## src/ppsp_pkg.sv

```systemverilog
package ppsp_pkg;
   // Register word offsets (byte addresses)
   localparam logic [3:0] PPSP_CONTROL_OFS = 4'h0;
   localparam logic [3:0] PPSP_MODE_OFS    = 4'h4;
   localparam logic [3:0] PPSP_STROBE_OFS  = 4'h8;
   localparam logic [3:0] PPSP_PINCFG_OFS  = 4'hC;

   // Control and mode register field positions
   localparam int PPSP_WREN_BIT  = 9;
   localparam int PPSP_RDEN_BIT  = 8;
   localparam int PPSP_CSF_HI    = 7;
   localparam int PPSP_CSF_LO    = 6;
   localparam int PPSP_ALP_BIT   = 5;
   localparam int PPSP_CHIP_SELECT_ONE_POLARITY_BIT  = 3;
   localparam int PPSP_BEP_BIT   = 2;
   localparam int PPSP_WRITE_STROBE_POLARITY_BIT  = 1;
   localparam int PPSP_READ_STROBE_POLARITY_BIT  = 0;
   localparam int PPSP_MODE_LO   = 8;

   // Writable bits of the control register; bit 4 and 14 read zero
   localparam logic [15:0] PPSP_CONTROL_MASK = 16'hBFEF;
   localparam logic [15:0] PPSP_CONTROL_RST  = 16'h0000;
   localparam logic [15:0] PPSP_MODE_RST     = 16'h0000;
   localparam logic [1:0]  PPSP_CSF_CHIPSEL  = 2'h2;
   localparam logic [1:0]  PPSP_MODE_MASTER1 = 2'h3;

   // Raw (active-high) strobe requests from the port engine
   typedef struct packed {
      logic addrLatch;
      logic chipSel;
      logic byteEn;
      logic write;
      logic read;
      logic enable;
      logic readWrite;
   } ppsp_strobe_t;

   // Pin-side levels and enables
   typedef struct packed {
      logic addrLatchPin;
      logic chipSelPin;
      logic byteEnPin;
      logic wrPin;
      logic rdPin;
      logic wrOe;
      logic rdOe;
   } ppsp_pins_t;
endpackage

```

## src/ppsp_strobe_polarity.sv

```systemverilog
// The placing of the registers and register access over Wishbone were chosen for this implementation.
`timescale 1ns/1ns
`default_nettype none
// Functional notes
// - Write/enable strobe pin released when its pin-enable bit is zero.
// - Chip-select pin acts as chip select only for function code 10.
// - Bit 5 sets address latch strobe level, high when set.
// - Bit 2 sets byte-enable level, high when set.
// - Separate-strobe modes: bit 1 sets write strobe level.
// - Master mode 1: bit 1 sets enable strobe level.
// - Separate-strobe modes: bit 0 sets read strobe level.
// - Master mode 1: bit 0 sets read/write strobe level.
// - Latch and chip-select polarity ignored on pins used as address.
module ppsp_strobe_polarity
   import ppsp_pkg::*;
(
   // Clock and reset
   input  wire logic                clock,
   input  wire logic                rst_n,
   // Wishbone slave
   input  wire logic [3:0]          wbAdr,
   input  wire logic [31:0]         wbDatI,
   output logic      [31:0]         wbDatO,
   input  wire logic [3:0]          wbSel,
   input  wire logic                wbWe,
   input  wire logic                wbCyc,
   input  wire logic                wbStb,
   output logic                     wbAck,
   output logic                     wbErr,
   // Strobe requests from port engine
   input  wire ppsp_pkg::ppsp_strobe_t strobeReq,
   // Address-line use of latch and chip-select pins
   input  wire logic                latchIsAddr,
   input  wire logic                chipSelIsAddr,
   input  wire logic                latchAddrBit,
   input  wire logic                chipSelAddrBit,
   // Pins
   output ppsp_pkg::ppsp_pins_t     pins
);
   import ppsp_pkg::*;

   logic [15:0]  controlReg_r;
   logic [15:0]  controlReg_nxt;
   logic [15:0]  modeReg_r;
   logic [15:0]  modeReg_nxt;
   logic         ack_r;
   logic         err_r;
   logic [31:0]  rdData_r;
   ppsp_pins_t   pins_r;
   ppsp_pins_t   pins_nxt;

   wire          busReq    = wbCyc && wbStb && !ack_r && !err_r;
   wire          selCtrl   = (wbAdr == PPSP_CONTROL_OFS);
   wire          selMode   = (wbAdr == PPSP_MODE_OFS);
   wire          selStrobe = (wbAdr == PPSP_STROBE_OFS);
   wire          selPins   = (wbAdr == PPSP_PINCFG_OFS);
   wire          mapped    = selCtrl | selMode | selStrobe | selPins;
   wire          wrCtrl    = busReq && wbWe && selCtrl;
   wire          wrMode    = busReq && wbWe && selMode;
   wire [15:0]   laneMask  = {{8{wbSel[1]}}, {8{wbSel[0]}}};

   // Unimplemented control bits masked; the mode register keeps all 16 bits
   // bits four and fourteen dropped
   assign controlReg_nxt = wrCtrl
      ? ((controlReg_r & ~laneMask) | (wbDatI[15:0] & laneMask))
        & PPSP_CONTROL_MASK
      : controlReg_r;
   assign modeReg_nxt = wrMode
      ? (modeReg_r & ~laneMask) | (wbDatI[15:0] & laneMask)
      : modeReg_r;

   wire [1:0] portMode = modeReg_r[PPSP_MODE_LO +: 2];
   wire       master1  = (portMode == PPSP_MODE_MASTER1);
   wire [1:0] csFunc   = controlReg_r[PPSP_CSF_HI:PPSP_CSF_LO];

   wire latchLvl = latchIsAddr ? latchAddrBit
      : ~(strobeReq.addrLatch ^ controlReg_r[PPSP_ALP_BIT]);
   // only code 10 gives chip select
   wire csActive = (csFunc == PPSP_CSF_CHIPSEL) && strobeReq.chipSel;
   wire csLvl = chipSelIsAddr ? chipSelAddrBit
      : ~(csActive ^ controlReg_r[PPSP_CHIP_SELECT_ONE_POLARITY_BIT]);
   wire beLvl = ~(strobeReq.byteEn ^ controlReg_r[PPSP_BEP_BIT]);
   // enable strobe in master mode 1
   wire wrRaw = master1 ? strobeReq.enable : strobeReq.write;
   wire wrLvl = ~(wrRaw ^ controlReg_r[PPSP_WRITE_STROBE_POLARITY_BIT]);
   // read/write strobe in master mode 1
   wire rdRaw = master1 ? strobeReq.readWrite : strobeReq.read;
   wire rdLvl = ~(rdRaw ^ controlReg_r[PPSP_READ_STROBE_POLARITY_BIT]);

   always_comb begin
      pins_nxt.addrLatchPin = latchLvl;
      pins_nxt.chipSelPin   = csLvl;
      pins_nxt.byteEnPin    = beLvl;
      pins_nxt.wrPin        = wrLvl;
      pins_nxt.rdPin        = rdLvl;
      pins_nxt.wrOe         = controlReg_r[PPSP_WREN_BIT];
      pins_nxt.rdOe         = controlReg_r[PPSP_RDEN_BIT];
   end

   // Status words let software see live strobes and pin levels
   wire [31:0] rdMux =
        selCtrl   ? {16'h0000, controlReg_r}
      : selMode   ? {16'h0000, modeReg_r}
      : selStrobe ? {25'h0000000, strobeReq}
      : selPins   ? {25'h0000000, pins_r}
      : 32'h00000000;

   always_ff @(posedge clock) begin
      if (!rst_n) begin
         controlReg_r <= PPSP_CONTROL_RST;
         modeReg_r    <= PPSP_MODE_RST;
         ack_r        <= 1'b0;
         err_r        <= 1'b0;
         rdData_r     <= 32'h00000000;
         pins_r       <= '0;
      end else begin
         controlReg_r <= controlReg_nxt;
         modeReg_r    <= modeReg_nxt;
         ack_r        <= busReq && mapped;
         err_r        <= busReq && !mapped;
         rdData_r     <= busReq ? rdMux : rdData_r;
         pins_r       <= pins_nxt;
      end
   end

   assign wbAck  = ack_r;
   assign wbErr  = err_r;
   assign wbDatO = rdData_r;
   assign pins   = pins_r;
endmodule // ppsp_strobe_polarity
`default_nettype wire

```

## config.mk

```make
export PLATFORM = sky130hd
export DESIGN_NAME = ppsp_strobe_polarity
export DESIGN_NICKNAME = d
export VERILOG_FILES = /design/src/ppsp_pkg.sv /design/src/ppsp_strobe_polarity.sv
export SDC_FILE = /design/constraint.sdc
export NUM_CORES = 1
export LEC_CHECK = 0
export BUFFER_PORTS_ARGS = -buffer_cell sky130_fd_sc_hd__buf_2
export CAP_MARGIN = 20
export CORE_UTILIZATION = 52
export DETAILED_ROUTE_END_ITERATION = 10
export PLACE_DENSITY = 0.84
export SYNTH_ARGS = -nofsm -noshare
export SYNTH_HDL_FRONTEND = slang
export SYNTH_SLANG_ARGS = --single-unit
export TNS_END_PERCENT = 20
```

## constraint.sdc

```tcl
create_clock -name clock -period 4.75 [get_ports clock]
set_input_delay 0 -clock clock [delete_from_list [all_inputs] [get_ports clock]]
set_output_delay 0 -clock clock [all_outputs]
set_load 0.02 [all_outputs]
```

After elaboration in Yosys (flattened, before gate mapping). Cells that the tools add are included.

Bitwise operators: 19. Reductions and logical operators: 13. Eq/ne operators: 5. Mux-type cells: 8.

Operator list (number): AND 16 bit (3); two-way mux 16 bit (2); OR 16 bit (2); inverter 16 bit (1); two-way mux 7 bit (2); logical AND 1 bit (9); == test 4 bit, second input constant (2); inverter 1 bit (5); XOR 1 bit (5); == test 2 bit, second input constant (2); == test 4 x 3 -> 1 bit, second input constant (1); zero test 4 bit (1); two-way mux 1 bit (4); zero test 1 bit (3); OR 1 bit (3).

Register bits after elaboration: 71. Output and inout bits: 41. Input port bits: 56. Word-level logic and storage cells: 57.

Depth between registers and ports, before layout. Gate-level depths: netlist of run 1.

Word-level depth: 6. Gate-level depth with buffers: 5. Mapped depth without buffers: 3.

Worst setup path before layout of run 1. OpenSTA, ideal clock, no wires.

Path kind: reg-to-reg. Start: reg ack_r, in the netlist wbAck. End: reg (tool-made name). Setup time: 0.072 ns. Stages on the path, launching flop included: 5. Path buffers: 1. Required time: 4.678 ns. Path slack: 3.050 ns. Data arrival time: 1.629 ns. Period minus slack after synthesis: 1.700 ns. Cells stage by stage: dfxtp_1 -> or3b_1 -> clkbuf_1 -> nor3_4 -> mux2i_1.

RTL lines: start, declared (RTL line ppsp_strobe_polarity.sv:46) `logic ack_r;`; start signal, assigned (RTL line ppsp_strobe_polarity.sv:119) `ack_r <= busReq && mapped;`.

Worst setup path after layout of run 1.
Start: in rst_n. End: reg pins_r (netlist bit pins[5]).

RTL lines: start, declared (RTL line ppsp_strobe_polarity.sv:19) `input wire logic rst_n,`; end signal, assigned (RTL line ppsp_strobe_polarity.sv:122) `pins_r <= pins_nxt;`; end, declared (RTL line ppsp_strobe_polarity.sv:49) `ppsp_pins_t pins_r;`.

No word-level cell between the ends.

==> results.yml, run 1 <==
pwr:
  p_per_area_mw_per_mm2: 273
  power_leakage_nw: 1.36
  ir_drop_mv: 0.170
finish:
  area_delta_synth_final_pct: 23.8
  layout-drive-gt1-share: 0.243
  final_cell_mix: "63 x buf_2, 57 x nand2_1, 55 x dfxtp_1"
  num-fill-cells: 383
  final_util: 0.670
  layout_commonest_cell: "buf_2"
  nNetsFinal: 413
  finalInstanceArea_mm2: 0.00316
  insertedDiodeCount: 0
global_route:
  met1_usage: 0.292
  busiest_layer: "met2"
  grt_antenna_before_repair: 0
  grt_max_degree: 58
  grt_first_pass_wirelength_um: 9450
  gr-usage-met3: 0.0528
  grt.met2_usage: 0.398
  grt_overflow: 0
  grt_pass1_vias: 2073
  grt_use_total: 0.234
route:
  ant_nets: 0
  drt-wirelength-per-cell_um: 13.7
  num_vias: 2238
  viasPerCell: 5.27
  route.detailed.drc: 0
  routed_wl_um: 5810
  drt_pass1_iterations: 4
  dr.first_iter.drc_count: 113
worst_setup_path:
  path_cells: "buf_2 -> inv_1 -> o31ai_1 -> dlygate4sd3_1"
  slowest_stage: "buf_2"
  cp_top_family: "buffers and inverters"
  endpoint_kind: "flip-flop"
  startpoint_type: "input port"
  slowest_delay_ns: 0.70
  arrival_ns: 2.23
  path_max_fanout: 57
  critPathKind: "input port to flip-flop"
  worstPathRequired_ns: 5.00
  timing.critical_path.buf_inv: 3
synthesis:
  yosysWarnings: 0
  synthDistinctLibCells: 30
  seq_area_frac_synth: 0.431
  synth_area_per_cell_um2: 9.09
  synthCells: 281
  syn_area_mm2: 0.00255
  synth-seq-cells: 55
timing:
  setup_viol: 0
  max-slew-margin-rel: 0.288
  post-route-min-period_ns: 1.98
  clock_skew_ns: 0.00724
  fmax_mhz: 506
  rsz0062_at_grt: "no"
  hold_viol: 0
  worst_slew_pin_slew_ns: 1.06
  drv_slew: 0
  tns_ns: 0
  fin_crit_sh: 0.416
clocking:
  clock_latency_ns: 0.31
  cts_tree: "built"
  numCtsBuffers: 5
  clockRootBuffer: "clkbuf_8"
  clockBufferDepth: 2
  post_cts_buffers: 0
  cts.sinks: 55
  htreeDepth: 2
  path_clk_slew_ns: 0.09
hold_path:
  min_path_type: "input port to flip-flop"
placement:
  dp_hpwl_um: 3820
  portBuffers: 62
  placed_cell_area_mm2: 0.00283
  gp_congestion: 0.827
die:
  row_count: 25
  die_area_mm2: 0.00520
  core_area_mm2: 0.00472
  die_x_um: 72.1
  initial_utilization: 0.541
  die_h_um: 72.1
  num_io_pins: 97
job:
  cap_viol_max_count: 0
status:
  status: "completed"
per-stage QoR:
stage          hold slack, ns  setup slack, ns  std cells  power [mW]
3_3_place_gp            0.216             2.83        393       0.579
3_5_place_dp            0.220             2.79        393       0.580
5_1_grt                0.0766             2.61        425       0.899
4_1_cts                0.0548             2.83        424       0.867
6_report               0.0506             2.77        425       0.865
2_1_floorplan          0.0768             3.05        296       0.557
routing by layer:
metal  vias to the layer above  share of wire
li1                       1101              -
met1                      1045           0.44
met2                        84           0.48
met3                         8          0.064
met4                         0          0.014
met5                         -              0
repair_timing:
action,in CTS,in global routing
endpoints found under the hold margin,34,0
hold buffers,23,0
resized for setup,0,0
cells by family after synthesis:
family	Yosys count	synth area share
and+or+nand+nor	98	0.201
DFF	55	0.431
AOI/OAI and AO/OA	47	0.112
muxes	41	0.165
buffers and inverters	36	0.0793
xor gates and xnor gates	3	0.0103
other	1	0.00147
power by group:
part           internal (mW)  total (mW)  leakage, nW  switching, mW
logic                 0.0447       0.114        0.858         0.0697
clock network          0.133       0.279       0.0515          0.146
registers              0.468       0.471        0.445        0.00357
final cells by class:
class / count / area, um2 / share of cell area
Multi-Input combinational cell: 205 / 1310 / 0.415
Sequential cell: 55 / 1100 / 0.348
Inverter: 3 / 11.3 / 0.00356
Timing Repair Buffer: 87 / 553 / 0.175
Clock buffer: 8 / 100 / 0.0316
Tap cell: 67 / 83.8 / 0.0265
synth_stat cells:
master,instances,area share
o21ai_1,1,0.0020
nor2_1,4,0.0059
nor4_1,1,0.0025
mux2_2,9,0.040
conb_1,1,0.0015
nor3_4,4,0.025
nand4bb_1,1,0.0044
nand3b_1,9,0.026
or4b_4,1,0.0054
buf_1,2,0.0029
xnor2_1,2,0.0069
nand4_1,1,0.0025
clkbuf_1,14,0.021
a21o_1,10,0.029
nand2_1,57,0.084
or3b_1,1,0.0034
mux2i_1,32,0.13
nor4bb_1,1,0.0039
dfxtp_1,55,0.43
buf_6,1,0.0044
inv_1,3,0.0044
nor3_1,2,0.0039
o2111ai_1,6,0.021
nand3_1,15,0.029
o21ai_0,6,0.012
buf_4,16,0.047
o31ai_1,1,0.0029
xor2_1,1,0.0034
or4_4,1,0.0044
a21oi_1,23,0.045
worst reg2reg max path: cells and delay by family, from the launching register on:
family / cells / cell delay, ns
muxes: 1 / 0.25
DFF: 1 / 0.35
and+or+nand+nor: 2 / 1.15
final timing paths:
path / end / slack (ns) / start / cells after the start
max: pins[5]$_SDFF_PN0_ / 2.77 / rst_n / 4
min: wbDatO[6]$_SDFFE_PN0P_ / 0.05 / strobeReq[6] / 3
max reg2reg: flip-flop / 2.94 / wbAck$_SDFF_PN0_ / 3
min reg2reg: wbDatO[10]$_SDFFE_PN0P_ / 0.45 / wbDatO[10]$_SDFFE_PN0P_ / 2
Note: power is estimated with default switching activity, not from simulation.
==> inputs of run 2 (changes only) <==
Settings changed: CORE_UTILIZATION 52 to 44, PLACE_DENSITY 0.84 to 0.76.
Clock period 4.75 ns to 1.7 ns, I/O delays scaled along.
==> results.yml, run 2 (same netlist as run 1, synthesis figures left out) <==
finish:
  insertedDiodeCount: 0
  final_cell_mix: "62 x buf_2, 57 x nand2_1, 55 x dfxtp_1"
  area_delta_synth_final_pct: 29.4
  layout-drive-gt1-share: 0.268
  nNetsFinal: 424
  layout_commonest_cell: "buf_2"
  final_util: 0.597
pwr:
  fin_total_pwr_mw: 2.44
  power_leakage_nw: 1.42
  ir_drop_mv: 0.354
  p_per_area_mw_per_mm2: 738
die:
  die_x_um: 78.2
  core_area_mm2: 0.00554
  initial_utilization: 0.461
  row_count: 27
  num_io_pins: 97
  die_h_um: 78.2
  die_area_mm2: 0.00612
route:
  ant_nets: 0
  route.detailed.drc: 0
  viasPerCell: 5.15
  dr.first_iter.drc_count: 180
  num_vias: 2269
  drt_pass1_iterations: 4
  drt-wirelength-per-cell_um: 13.8
  routed_wl_um: 6090
timing:
  post-route-min-period_ns: 1.61
  setup_viol: 0
  clock_skew_ns: 0.00763
  worst_slew_pin_slew_ns: 0.530
  fmax_mhz: 623
  max-slew-margin-rel: 0.647
  fin_crit_sh: 0.944
  rsz0062_at_grt: "no"
  drv_slew: 0
  timing.hold.ws_ns: 0.0547
  tns_ns: 0
  hold_viol: 0
worst_setup_path:
  endpoint_kind: "flip-flop"
  arrival_ns: 1.84
  worstPathRequired_ns: 1.94
  r2r_cells: 4
  path_max_fanout: 8
  critPathKind: "input port to flip-flop"
  startpoint_type: "input port"
clocking:
  clock_latency_ns: 0.31
  cts_tree: "built"
  cts.sinks: 55
  clockRootBuffer: "clkbuf_8"
  numCtsBuffers: 5
  clockBufferDepth: 2
  path_clk_slew_ns: 0.09
  htreeDepth: 2
placement:
  dp_hpwl_um: 4170
  portBuffers: 62
  gp_congestion: 0.840
status:
  status: "completed"
hold_path:
  whs_path_depth: 3
  min_path_type: "input port to flip-flop"
global_route:
  grt_pass1_vias: 2176
  grt_overflow: 0
  grt_antenna_before_repair: 0
  grt_use_total: 0.213
  grt_max_degree: 34
  grt_first_pass_wirelength_um: 10200
job:
  cap_viol_max_count: 0
==> run 2: changes by cell type in the layout (fill, tap and decap cells not counted), sizes merged <==
cell | before | now
buf | 64 | 75
==> run 2: report_power, final <==
| group | total [mW] | switching (mW) | internal (mW) |
|---|---|---|---|
| Combinational | 0.338 | 0.199 | 0.139 |
| Sequential | 1.32 | 0.00935 | 1.31 |
| Clock | 0.785 | 0.413 | 0.373 |
| Total | 2.44 | 0.621 | 1.82 |
==> run 2: critical path: stages <==
cell	delay, ns
dlygate4sd3_1	0.53
buf_2	0.16
or4b_4	0.56
nor3_4	0.22
buf_12	0.17
mux2i_1	0.20
==> run 2: final timing paths <==
kind	start	end	slack, ns
max	wbAdr[1]	flip-flop	0.09
max reg2reg	wbAck$_SDFF_PN0_	flip-flop	0.20
min	strobeReq[3]	wbDatO[3]$_SDFFE_PN0P_	0.05
min reg2reg	wbDatO[10]$_SDFFE_PN0P_	wbDatO[10]$_SDFFE_PN0P_	0.45
==> run 2: per-stage QoR <==
step,cell area (um2),setup slack (ns),std cells
floorplan,2610,0.0521,296
global placement,2970,0.149,410
detailed placement,2970,0.114,410
CTS,3300,0.0851,441
global route,3310,0.0181,441
finish,3310,0.0949,441
==> run 2: layer usage <==
layer / track usage / wire [um]
met1: 0.280 / 2770
met2: 0.355 / 2920
met3: 0.0384 / 345
met4: 0.0667 / 51
met5: 0 / 0
==> run 2: timing repair <==
item	4_1_cts	5_1_grt
resized for setup	0	1
hold endpoints to repair	34	0
setup endpoints to repair	0	3
hold buffers	23	0
buffers inserted	0	0
==> run 2: layout make-up <==
cell class | instances | area, um2
Inverter | 3 | 11.3
Clock buffer | 8 | 100
Timing Repair Buffer | 98 | 688
Tap cell | 72 | 90.1
Fill cell | 523 | 2230
Multi-Input combinational cell | 205 | 1320
Sequential cell | 55 | 1100
==> inputs of run 3 (changes only) <==
Settings changed: CORE_UTILIZATION 44 to 52, PLACE_DENSITY 0.76 to 0.84.
Clock period 1.7 ns to 2 ns, I/O delays scaled along.
==> results.yml, run 3 (same netlist as run 1, synthesis figures left out) <==
timing:
  fin_crit_sh: 0.905
  clock_skew_ns: 0.00868
  setup_viol: 0
  fmax_mhz: 552
  drv_slew: 0
  post-route-min-period_ns: 1.81
  rsz0062_at_grt: "no"
  max-slew-margin-rel: 0.585
  hold_viol: 0
  finalWorstSetupSlack_ns: 0.189
  worst_slew_pin_slew_ns: 0.620
  tns_ns: 0
clocking:
  clockRootBuffer: "clkbuf_8"
  clockBufferDepth: 2
  cts_tree: "built"
  post_cts_buffers: 0
  numCtsBuffers: 5
  path_clk_slew_ns: 0.10
  cts.sinks: 55
  clock_latency_ns: 0.31
  htreeDepth: 2
  ctsHoldBuffers: 23
  cts-resized-gates: 0
worst_setup_path:
  critPathKind: "flip-flop to flip-flop"
  cp_top_family: "buffers and inverters"
  path_cells: "nor4bb_2 -> buf_4 -> nand2_1 -> nor3_1 -> dlygate4sd3_1"
  path_max_fanout: 17
  timing.critical_path.buf_inv: 2
  slowest_delay_ns: 0.57
  worstPathRequired_ns: 2.26
  r2r_end: "wbAck$_SDFF_PN0_"
  endpoint_kind: "flip-flop"
  crit_start: "wbAck$_SDFF_PN0_"
  slowest_stage: "dlygate4sd3_1"
  ff2ff_setup_slack_ns: 0.19
  startpoint_type: "flip-flop"
  cp.depth: 5
  arrival_ns: 2.07
  r2r_start: "wbAck$_SDFF_PN0_"
  r2r_cells: 5
placement:
  placed_cell_area_mm2: 0.00290
  pre_cts_ws_ns: 0.293
  dp_hpwl_um: 4000
  gp_congestion: 0.825
  portBuffers: 62
finish:
  ff_latch_area_mm2: 0.00110
  final_cell_mix: "62 x buf_2, 57 x nand2_1, 55 x dfxtp_1"
  multi_input_area_mm2: 0.00131
  insertedDiodeCount: 0
  area_delta_synth_final_pct: 25.5
  nNetsFinal: 421
  num-fill-cells: 368
  layout_commonest_cell: "buf_2"
  layout-drive-gt1-share: 0.257
  finalInstanceArea_mm2: 0.00321
route:
  viasPerCell: 5.22
  drt-wirelength-per-cell_um: 13.8
  routed_wl_um: 5980
  dr.first_iter.drc_count: 138
  route.detailed.drc: 0
  ant_nets: 0
  drt_pass1_iterations: 6
  num_vias: 2261
global_route:
  grt_antenna_before_repair: 0
  grt_pass1_vias: 2170
  grt_use_total: 0.242
  grt_overflow: 0
  grt_max_degree: 35
  grt_first_pass_wirelength_um: 9830
hold_path:
  hp-start: "strobeReq[0]"
  min_path_type: "input port to flip-flop"
  whs_path_depth: 3
  min_to: "wbDatO[0]$_SDFFE_PN0P_"
die:
  core_area_mm2: 0.00472
  initial_utilization: 0.541
  num_io_pins: 97
  die_area_mm2: 0.00520
  die_h_um: 72.1
  row_count: 25
  die_x_um: 72.1
job:
  cap_viol_max_count: 0
pwr:
  power_leakage_nw: 1.39
  fin_total_pwr_mw: 1.99
  ir_drop_mv: 0.356
  p_per_area_mw_per_mm2: 620
status:
  status: "completed"
==> run 3: changes by cell type in the layout (fill, tap and decap cells not counted) <==
cell,delta
buf_12,-4
buf_4,+1
clkbuf_1,+1
clkbuf_8,-2
clkinv_2,+1
or3b_1,+1
or3b_4,-1
==> run 3: how the worst max path moves through the flow <==
stage                             endpoint  slack (ns)
after detailed placement         flip-flop        0.29
after floorplan                  flip-flop        0.30
after global placement           flip-flop        0.33
final                     wbAck$_SDFF_PN0_        0.19
after global routing      wbAck$_SDFF_PN0_        0.12
after CTS                 wbAck$_SDFF_PN0_        0.23
==> run 3: area by class of cell <==
class / instances / share of cell area
Clock buffer: 7 / 0.0238
Inverter: 3 / 0.00351
Sequential cell: 55 / 0.343
Multi-Input combinational cell: 205 / 0.410
Tap cell: 67 / 0.0261
Timing Repair Buffer: 95 / 0.192
Clock inverter: 1 / 0.00156
==> run 3: power breakdown <==
group	switching (mW)	leakage, nW	total, mW	internal, mW
clock	0.340	0.0422	0.587	0.247
combinational	0.168	0.899	0.280	0.112
sequential	0.00858	0.445	1.12	1.11
total	0.517	1.39	1.99	1.47
==> run 3: per-stage QoR <==
stage | util | hold slack, ns | instances
6_report | 0.679 | 0.0531 | 433
3_5_place_dp | 0.613 | 0.214 | 402
2_1_floorplan | - | 0.0768 | 296
3_3_place_gp | 0.613 | 0.215 | 402
5_1_grt | 0.679 | 0.0741 | 433
4_1_cts | 0.679 | 0.0464 | 433
==> run 3: metal layers <==
metal,track usage,wire length [um]
met1,0.305,2550
met2,0.408,2920
met3,0.0444,377
met4,0.0980,128
met5,0,0
==> run 3: tightest hold or removal path, stage by stage <==
cell	delay [ns]
buf_2	0.09
o2111ai_1	0.10
a21oi_1	0.13
